**config.mk**
```make
export PLATFORM = sky130hd
export DESIGN_NAME = lici_regs
export DESIGN_NICKNAME = d
export VERILOG_FILES = /design/src/common/lici_pkg.sv /design/src/hdl/lici_alarm_chan.sv /design/src/hdl/lici_regs.sv
export SDC_FILE = /design/constraint.sdc
export NUM_CORES = 1
export LEC_CHECK = 0
export BUFFER_PORTS_ARGS = -buffer_cell sky130_fd_sc_hd__buf_2
export CORE_ASPECT_RATIO = 2
export CORE_UTILIZATION = 24
export CTS_CLUSTER_DIAMETER = 60
export DETAILED_ROUTE_END_ITERATION = 8
export GPL_TIMING_DRIVEN = 0
export RECOVER_POWER = 25
export SLEW_MARGIN = 20
export SYNTH_ARGS = -nofsm -noshare
export SYNTH_HDL_FRONTEND = slang
export SYNTH_SLANG_ARGS = --single-unit
```
**constraint.sdc**
```tcl
create_clock -name clk_sys -period 2.25 [get_ports clk_sys]
set_input_delay 0.225 -clock clk_sys [delete_from_list [all_inputs] [get_ports clk_sys]]
set_output_delay 0.225 -clock clk_sys [all_outputs]
set_load 0.05 [all_outputs]
```
**src/common/lici_pkg.sv**
```systemverilog
// line interface control registers: shared constants and types
// assumes a host port of 8-bit data with single-cycle read and write strobes
package lici_pkg;

    // ------------------------------------------------------------
    // primary bank offsets
    // ------------------------------------------------------------
    localparam logic [7:0] LICI_OFF_TEMPLATE = 8'h11;
    localparam logic [7:0] LICI_OFF_DRV_OE = 8'h12;
    localparam logic [7:0] LICI_OFF_ALARM_STAT = 8'h13;
    localparam logic [7:0] LICI_OFF_ALARM_MASK = 8'h14;
    localparam logic [7:0] LICI_OFF_ALARM_FLAG = 8'h15;
    localparam logic [7:0] LICI_OFF_BANK_PTR = 8'h1F;

    // ------------------------------------------------------------
    // expanded bank offsets
    // ------------------------------------------------------------
    localparam logic [7:0] LICI_OFF_RAIL_FORCE = 8'h00;
    localparam logic [7:0] LICI_OFF_LINE_CODE = 8'h01;
    localparam logic [7:0] LICI_OFF_CLK_REC_OFF = 8'h02;
    localparam logic [7:0] LICI_OFF_RX_PDN = 8'h03;
    localparam logic [7:0] LICI_OFF_TX_PDN = 8'h04;

    // ------------------------------------------------------------
    // values and fields
    // ------------------------------------------------------------
    localparam logic [7:0] LICI_BANK_PRIMARY = 8'h00;
    localparam logic [7:0] LICI_BANK_EXPANDED = 8'hAA;
    localparam logic [7:0] LICI_RST_REG = 8'h00;
    localparam logic [7:0] LICI_RST_TEMPLATE = 8'h00;
    localparam int LICI_TEMPLATE_MSB = 2;
    localparam logic [2:0] LICI_TPL_E1 = 3'h0;
    localparam logic [2:0] LICI_TPL_T1_FIRST = 3'h3;
    localparam logic [7:0] LICI_TEMPLATE_MASK = 8'h07;

    // pulse shape families decoded from the template code
    typedef enum logic [1:0] {
        LICI_SHAPE_E1,
        LICI_SHAPE_RESERVED,
        LICI_SHAPE_T1
    } lici_shape_t;

endpackage

```
**src/hdl/lici_alarm_chan.sv**
```systemverilog
// one channel of alarm status, change detect and latched flag
// assumes the alarm level is synchronous to clk_sys
`timescale 1ns/1ns
module lici_alarm_chan
    import lici_pkg::*;
(
    input wire logic clk_sys,
    input wire logic rst_n,
    input wire logic alarm_in,
    input wire logic irq_mask,
    input wire logic flag_clear,
    output logic status_q,
    output logic flag_q
);

    logic change;

    // ------------------------------------------------------------
    // status and flag
    // ------------------------------------------------------------

    always_ff @(posedge clk_sys or negedge rst_n) begin
        if (!rst_n) begin
            status_q <= 1'b0;
        end else begin
            status_q <= alarm_in;
        end
    end

    // rising or falling edge of the status bit
    assign change = alarm_in ^ status_q;

    always_ff @(posedge clk_sys or negedge rst_n) begin
        if (!rst_n) begin
            flag_q <= 1'b0;
        end else if (change && irq_mask) begin
            flag_q <= 1'b1;
        end else if (flag_clear) begin
            flag_q <= 1'b0;
        end
    end

endmodule

```
**src/hdl/lici_regs.sv**
```systemverilog
// control and status register bank of the octal line interface
// assumes host strobes and line status inputs are synchronous to clk_sys
`timescale 1ns/1ns
module lici_regs
    import lici_pkg::*;
#(
    parameter int NUM_CH = 8
)
(
    input wire logic clk_sys,
    input wire logic rst_n,
    input wire logic [7:0] host_addr,
    input wire logic host_wr,
    input wire logic host_rd,
    input wire logic [7:0] host_wdata,
    output logic [7:0] host_rdata_q,
    output logic host_rvalid_q,
    input wire logic [NUM_CH-1:0] alarm_detect,
    input wire logic [NUM_CH-1:0] tx_negative_data_pin,
    input wire logic [NUM_CH-1:0] tx_clock_pin,
    output logic [2:0] pulse_template_code_q,
    output logic template_is_t1_q,
    output logic template_reserved_q,
    output logic expanded_bank_q,
    output logic [NUM_CH-1:0] tx_driver_hiz_q,
    output logic [NUM_CH-1:0] single_rail_q,
    output logic [NUM_CH-1:0] line_code_ami_q,
    output logic [NUM_CH-1:0] clock_recovery_off_q,
    output logic [NUM_CH-1:0] rx_power_down_q,
    output logic [NUM_CH-1:0] tx_power_down_q
);

    // ------------------------------------------------------------
    // storage
    // ------------------------------------------------------------
    logic [7:0] template_q;
    logic [NUM_CH-1:0] drv_oe_q;
    logic [NUM_CH-1:0] alarm_irq_mask;
    logic [7:0] bank_pointer;
    logic [NUM_CH-1:0] rail_mode_force;
    logic [NUM_CH-1:0] line_code_bit;
    logic [NUM_CH-1:0] clock_recovery_off;
    logic [NUM_CH-1:0] rx_power_down;
    logic [NUM_CH-1:0] tx_power_down;
    logic [NUM_CH-1:0] alarm_status;
    logic [NUM_CH-1:0] alarm_irq_flag;

    // ------------------------------------------------------------
    // address decode
    // ------------------------------------------------------------
    logic in_expanded;
    logic wr_pri;
    logic wr_ext;
    logic rd_pri;
    logic flag_rd;
    logic [7:0] rd_mux;
    lici_shape_t shape;

    assign in_expanded = (bank_pointer == LICI_BANK_EXPANDED);
    assign wr_pri = host_wr && !in_expanded;
    assign wr_ext = host_wr && in_expanded;
    assign rd_pri = host_rd && !in_expanded;
    assign flag_rd = rd_pri && (host_addr == LICI_OFF_ALARM_FLAG);

    // ------------------------------------------------------------
    // bank pointer
    // ------------------------------------------------------------

    always_ff @(posedge clk_sys or negedge rst_n) begin
        if (!rst_n) begin
            bank_pointer <= LICI_BANK_PRIMARY;
        end else if (host_wr && host_addr == LICI_OFF_BANK_PTR) begin
            bank_pointer <= host_wdata;
        end
    end

    // ------------------------------------------------------------
    // primary bank writes
    // ------------------------------------------------------------

    always_ff @(posedge clk_sys or negedge rst_n) begin
        if (!rst_n) begin
            template_q <= LICI_RST_TEMPLATE;
        end else if (wr_pri && host_addr == LICI_OFF_TEMPLATE) begin
            template_q <= host_wdata & LICI_TEMPLATE_MASK;
        end
    end

    always_ff @(posedge clk_sys or negedge rst_n) begin
        if (!rst_n) begin
            drv_oe_q <= LICI_RST_REG[NUM_CH-1:0];
        end else if (wr_pri && host_addr == LICI_OFF_DRV_OE) begin
            drv_oe_q <= host_wdata[NUM_CH-1:0];
        end
    end

    always_ff @(posedge clk_sys or negedge rst_n) begin
        if (!rst_n) begin
            alarm_irq_mask <= LICI_RST_REG[NUM_CH-1:0];
        end else if (wr_pri && host_addr == LICI_OFF_ALARM_MASK) begin
            alarm_irq_mask <= host_wdata[NUM_CH-1:0];
        end
    end

    // ------------------------------------------------------------
    // expanded bank writes
    // ------------------------------------------------------------

    always_ff @(posedge clk_sys or negedge rst_n) begin
        if (!rst_n) begin
            rail_mode_force <= LICI_RST_REG[NUM_CH-1:0];
        end else if (wr_ext && host_addr == LICI_OFF_RAIL_FORCE) begin
            rail_mode_force <= host_wdata[NUM_CH-1:0];
        end
    end

    always_ff @(posedge clk_sys or negedge rst_n) begin
        if (!rst_n) begin
            line_code_bit <= LICI_RST_REG[NUM_CH-1:0];
        end else if (wr_ext && host_addr == LICI_OFF_LINE_CODE) begin
            line_code_bit <= host_wdata[NUM_CH-1:0];
        end
    end

    always_ff @(posedge clk_sys or negedge rst_n) begin
        if (!rst_n) begin
            clock_recovery_off <= LICI_RST_REG[NUM_CH-1:0];
        end else if (wr_ext && host_addr == LICI_OFF_CLK_REC_OFF) begin
            clock_recovery_off <= host_wdata[NUM_CH-1:0];
        end
    end

    always_ff @(posedge clk_sys or negedge rst_n) begin
        if (!rst_n) begin
            rx_power_down <= LICI_RST_REG[NUM_CH-1:0];
        end else if (wr_ext && host_addr == LICI_OFF_RX_PDN) begin
            rx_power_down <= host_wdata[NUM_CH-1:0];
        end
    end

    always_ff @(posedge clk_sys or negedge rst_n) begin
        if (!rst_n) begin
            tx_power_down <= LICI_RST_REG[NUM_CH-1:0];
        end else if (wr_ext && host_addr == LICI_OFF_TX_PDN) begin
            tx_power_down <= host_wdata[NUM_CH-1:0];
        end
    end

    // ------------------------------------------------------------
    // alarm channels
    // ------------------------------------------------------------

    // one status and flag cell per channel
    for (genvar ch = 0; ch < NUM_CH; ch++) begin : g_alarm
        lici_alarm_chan u_chan (
            .clk_sys(clk_sys),
            .rst_n(rst_n),
            .alarm_in(alarm_detect[ch]),
            .irq_mask(alarm_irq_mask[ch]),
            .flag_clear(flag_rd),
            .status_q(alarm_status[ch]),
            .flag_q(alarm_irq_flag[ch])
        );
    end

    // ------------------------------------------------------------
    // read path
    // ------------------------------------------------------------

    // select read data; unmapped offsets read zero
    always_comb begin
        rd_mux = 8'h00;
        if (host_addr == LICI_OFF_BANK_PTR) begin
            rd_mux = bank_pointer;
        end else if (in_expanded) begin
            case (host_addr)
                LICI_OFF_RAIL_FORCE: rd_mux[NUM_CH-1:0] = rail_mode_force;
                LICI_OFF_LINE_CODE: rd_mux[NUM_CH-1:0] = line_code_bit;
                LICI_OFF_CLK_REC_OFF: rd_mux[NUM_CH-1:0] = clock_recovery_off;
                LICI_OFF_RX_PDN: rd_mux[NUM_CH-1:0] = rx_power_down;
                LICI_OFF_TX_PDN: rd_mux[NUM_CH-1:0] = tx_power_down;
                default: rd_mux = 8'h00;
            endcase
        end else begin
            case (host_addr)
                LICI_OFF_TEMPLATE: rd_mux = template_q;
                LICI_OFF_DRV_OE: rd_mux[NUM_CH-1:0] = drv_oe_q;
                LICI_OFF_ALARM_STAT: rd_mux[NUM_CH-1:0] = alarm_status;
                LICI_OFF_ALARM_MASK: rd_mux[NUM_CH-1:0] = alarm_irq_mask;
                LICI_OFF_ALARM_FLAG: rd_mux[NUM_CH-1:0] = alarm_irq_flag;
                default: rd_mux = 8'h00;
            endcase
        end
    end

    always_ff @(posedge clk_sys or negedge rst_n) begin
        if (!rst_n) begin
            host_rdata_q <= 8'h00;
            host_rvalid_q <= 1'b0;
        end else begin
            host_rvalid_q <= host_rd;
            if (host_rd) begin
                host_rdata_q <= rd_mux;
            end
        end
    end

    // ------------------------------------------------------------
    // template decode
    // ------------------------------------------------------------

    always_comb begin
        case (template_q[LICI_TEMPLATE_MSB:0])
            LICI_TPL_E1: shape = LICI_SHAPE_E1;
            3'h1, 3'h2: shape = LICI_SHAPE_RESERVED;
            default: shape = LICI_SHAPE_T1;
        endcase
    end

    always_ff @(posedge clk_sys or negedge rst_n) begin
        if (!rst_n) begin
            pulse_template_code_q <= LICI_TPL_E1;
            template_is_t1_q <= 1'b0;
            template_reserved_q <= 1'b0;
            expanded_bank_q <= 1'b0;
        end else begin
            pulse_template_code_q <= template_q[LICI_TEMPLATE_MSB:0];
            template_is_t1_q <= (shape == LICI_SHAPE_T1);
            template_reserved_q <= (shape == LICI_SHAPE_RESERVED);
            expanded_bank_q <= in_expanded;
        end
    end

    // ------------------------------------------------------------
    // per-channel line controls
    // ------------------------------------------------------------

    always_ff @(posedge clk_sys or negedge rst_n) begin
        if (!rst_n) begin
            tx_power_down_q <= '0;
            tx_driver_hiz_q <= '0;
        end else begin
            tx_power_down_q <= tx_power_down | ~tx_clock_pin;
            tx_driver_hiz_q <= drv_oe_q | tx_power_down | ~tx_clock_pin;
        end
    end

    always_ff @(posedge clk_sys or negedge rst_n) begin
        if (!rst_n) begin
            single_rail_q <= '0;
            line_code_ami_q <= '0;
            clock_recovery_off_q <= '0;
            rx_power_down_q <= '0;
        end else begin
            single_rail_q <= (rail_mode_force & ~clock_recovery_off) |
                             (~(rail_mode_force & ~clock_recovery_off) & tx_negative_data_pin);
            line_code_ami_q <= line_code_bit & rail_mode_force & ~clock_recovery_off;
            clock_recovery_off_q <= clock_recovery_off;
            rx_power_down_q <= rx_power_down;
        end
    end

endmodule

```
==> results by stage <==
Final layout:
- Measured on the finished design, the core utilization comes to 0.318.
- The final-layout fill cell count is 2470.
- After the last flow step, the layout net total stands at 612.
- The number of antenna cells inserted is 0.
- The ratio of cells with drive above 1 in the final layout is 0.413.
- The synthesis-to-finish area growth is 29.9%.

Yosys:
- The dominant synthesized flop cell is dfrtp_1.
- Of the total synthesized cell area, the portion taken by full adders, half adders and majority gates is 0.
- Of the total synthesized cell area, the portion taken by AND, OR, NAND and NOR gates is 0.109.
- The number of enable flip-flop cells after synthesis is 0.
- Synthesis produced a netlist whose cell count is 418.
- Of all flip-flops after synthesis, the portion carrying an async set or reset was 1.00.
- Dividing the synthesized area by the synthesized cell count gives 14.3 um2.
- The synthesized netlist contains 48 unique library cells.
- Of the synthesized area, sequential elements account for 0.612.
- The fraction of the mapped netlist area in compound gates came to 0.119.
- The cell area after synthesis is 5970 um2.
- The warning count from the yosys run is 0.
- The portion of netlist area occupied by mux cells is 0.128.
- Counting every net in the synthesized netlist gives 462.
- The parity-gate share of the synthesized area counting xor and xnor cells is 0.0132.
- The total of flip-flops plus latches after synthesis is 146.
- The dominant combinational cell family by area after synthesis is multiplexers.

Pwr:
- In this run the power density over the cells is 780 nW/um2.
- The completed layout was analyzed and its total power is 6.05 mW.
- Across the VDD grid, the largest voltage drop is 0.372 mV.
- Summed over all cells, the static leakage comes to 3.78 nW.

Die:
- Pin placement for this block handled 107 I/O pins.
- The floorplan has 81 rows.
- The chip height is 225 um.
- Measured along the x axis, the die boundary spans 114 um.
- The floorplan step defined a die boundary enclosing 25600 um2.
- After floorplanning, the core was sized to cover 24400 um2.
- For this configuration, the core starts out at a cell density of 0.245.

Worst setup path:
- The slack of the worst reg-to-reg path is 0.1 ns.
- The biggest fanout along the worst timing path is 8.
- The worst register-to-register path has a depth of 6.
- The critical path ends at clock_recovery_off[3].
- The startpoint class of the critical path is a flip-flop.
- The critical path launch point is bank_pointer[6].
- The critical path in this run is classified as reg2reg.
- The worst reg2reg path startpoint is bank_pointer[6].
- The critical path arrival is 2.47 ns.
- The required time of the critical path is 2.57 ns.
- The critical register-to-register path endpoint is clock_recovery_off[3].
- The kind of capture point of the worst setup path is a flip-flop.

Place:
- The count of input and output buffers is 104.
- Before CTS, the worst setup slack after placement is -0.121 ns.
- The HPWL after detailed placement is 12100 um.
- The routability-driven placement congestion ratio is 0.791.

STA:
- The upper clock frequency limit is 464 MHz.
- The worst path meets setup with 0.0960 ns of slack.
- Setup repair after global routing left no endpoint under its margin.
- The worst-case headroom to the max-slew limit is 0.240.
- The worst path needs 2.15 ns of the cycle, external delays included.
- The number of pins with negative max-slew slack in the final report was 0.
- The final number of setup-violating endpoints is 0.
- The measured slew at the worst slew-check pin is 1.14 ns.
- The share of the clock period used by the worst path is 0.957.
- The final worst clock skew is 0.00639 ns.
- The hold violation total from the final report was 0.

Routing:
- The wire length on met2 is 9080 um.
- The remaining routing DRC violations is 0.
- The routed length per placed instance is 18.2 um.
- In the routed layout, each cell is associated on average with a via count of 4.51.
- The highest metal layer with signal wires is met4.
- The detailed router put a total of 6240 um of wire on met1.
- The number of DRC markers in iteration 0 is 212.
- Across all layers, the routed design uses 4117 vias.
- The iteration count of the initial detailed-routing pass is 4.
- The wire length on met3 is 796 um.
- The detail route stage leaves a number of antenna-violating nets equal to 0.
- The total length of routed wires is 16700 um.

Global route:
- The first global-routing pass estimated 25100 um of wire.
- The number of antenna violations at the first check in global routing is 0.
- Entering global routing, the biggest net connects 80 pins.
- Across every metal layer, demand over resource in global routing totals 0.138.
- The number of global-route vias before repair was 4315.
- The overflow left after global routing is 0.

Clock network:
- The clock transition at the registers of the reported paths is 0.06 ns.
- In this run the clock root is driven by a clkbuf_16.
- Clock latency on the worst-skew pair, taken at its later pin, is 0.44 ns.
- The post-cts repair resize count is 0.
- The tree built by TritonCTS fans out to 146 sinks.
- The deepest clock path buffer count is 2.
- TritonCTS built the clock tree.
- In this run, CTS created clock tree buffers numbering 17.
- The H-tree generated during clock tree synthesis spans 4 levels.

Job:
- The number of violations of the max-capacitance limit is 0.

Status:
- The flow ran to the end, and the final reports show no timing, DRC or antenna violations.

Hold path:
- The path category of the worst min-delay check is in2reg.
==> Yosys cell counts, drive strengths merged (5+ instances only) <==
cell type,count,share of area
dfrtp,146,0.61
mux2,67,0.13
a22o,19,0.028
a22oi,19,0.024
a21o,12,0.015
a21oi,11,0.0092
and3,10,0.010
inv,10,0.0063
buf,9,0.0094
nand2,9,0.0069
nand2b,8,0.0084
or2,8,0.0084
xor2,8,0.012
nand3,7,0.0067
nor2,7,0.0071
o21ai,7,0.0078
nand3b,6,0.0075
a21bo,5,0.0084
==> registers in the layout, summed over array words and instances, names as in the netlist, 3 cells and up <==
register                 flops
alarm_irq_mask               8
bank_pointer                 8
clock_recovery_off           8
clock_recovery_off_q         8
drv_oe_q                     8
g_alarm.u_chan.flag_q        8
g_alarm.u_chan.status_q      8
host_rdata_q                 8
line_code_ami_q              8
line_code_bit                8
pulse_template_code_q        3
rail_mode_force              8
rx_power_down                8
rx_power_down_q              8
single_rail_q                8
template_q                   3
tx_driver_hiz_q              8
tx_power_down                8
tx_power_down_q              8
==> stage by stage <==
step           cells  hold WS [ns]  area (um2)  TNS (ns)
6_report         913       0.00522        7760         0
5_1_grt          913        0.0113        7760         0
4_1_cts          913       0.00508        7770         0
3_5_place_dp     855         0.259        6950     -1.52
3_3_place_gp     854         0.360        6910   -180.77
2_1_floorplan    418       -0.0706        5970         0
==> logic make-up (layout without fill, tap and decap cells) <==
| kind of cell | Yosys count | count (layout) |
|---|---|---|
| XOR/XNOR | 9 | 9 |
| multiplexers | 68 | 68 |
| AND/OR/NAND/NOR | 80 | 80 |
| AO/OA/AOI/OAI | 92 | 92 |
| buffers and inverters | 23 | 186 |
| flip-flops | 146 | 146 |
==> layout by cell type, fill, tap and decap left out, types with 4 or more instances in the layout <==
master / synthesis / routed
a22oi_1: 19 / 19
nor2_1: 6 / 6
mux2_2: 67 / 67
xor2_1: 8 / 8
and3_1: 10 / 10
nand3_1: 6 / 6
o221ai_1: 4 / 4
nand2_1: 6 / 6
clkinvlp_4: 0 / 6
inv_1: 9 / 9
a21bo_2: 5 / 5
nand3b_1: 6 / 6
clkbuf_1: 4 / 13
nand2b_1: 8 / 8
buf_2: 6 / 100
or2_2: 8 / 8
o21ai_0: 6 / 6
a21o_1: 12 / 12
dfrtp_1: 146 / 146
dlygate4sd3_1: 0 / 24
buf_4: 2 / 4
clkbuf_16: 0 / 17
a21oi_1: 11 / 11
o22ai_1: 4 / 4
a22o_1: 19 / 19
==> repair_timing <==
item                                    4_1_cts  5_1_grt
hold buffers                                 24        0
buffers inserted                              2        0
hold endpoints to repair                    101        0
endpoints found under the setup margin        8        3
pin swaps                                     1        1
==> final cells by class <==
type	count	area [um2]	area share
buffer	13	71.3	0.00920
clock buffer	20	467	0.0602
clock inverter	12	108	0.0139
inverter	10	37.5	0.00484
multi-input combinational	249	2210	0.285
sequential	146	3650	0.471
tap	332	415	0.0536
timing repair buffer	131	795	0.102
==> how the worst min path moves through the flow <==
stage,cells after the start,end,startpoint,slack [ns]
5_1_grt,2,tx_power_down_q[4],tx_clock_pin[4],0.01
4_1_cts,1,host_rvalid_q,host_rd,0.005
2_1_floorplan,0,alarm_irq_mask[0],rst_n,-0.07
6_report,2,tx_power_down_q[4],tx_clock_pin[4],0.005
3_3_place_gp,1,g_alarm[4].u_chan.status_q,alarm_detect[4],0.36
3_5_place_dp,1,tx_driver_hiz_q[7],rst_n,0.26
==> layer usage <==
layer  track usage  vias up
met5             0        -
met4        0.0700        0
li1              -     1871
met3        0.0452       24
met2         0.245      114
met1         0.143     2108
==> power breakdown <==
group / total (mW) / internal [mW] / switching [mW]
logic: 0.502 / 0.185 / 0.317
clock network: 2.73 / 1.60 / 1.13
registers: 2.81 / 2.75 / 0.0665
==> critical path: stages (launching register included) <==
cell	delay [ns]
dfrtp_1	0.40
and4bb_2	0.32
nand2_2	0.14
inv_2	0.12
nand2_2	0.15
nor3b_4	0.51
mux2_2	0.39
Note: power is estimated with default switching activity, not from simulation.
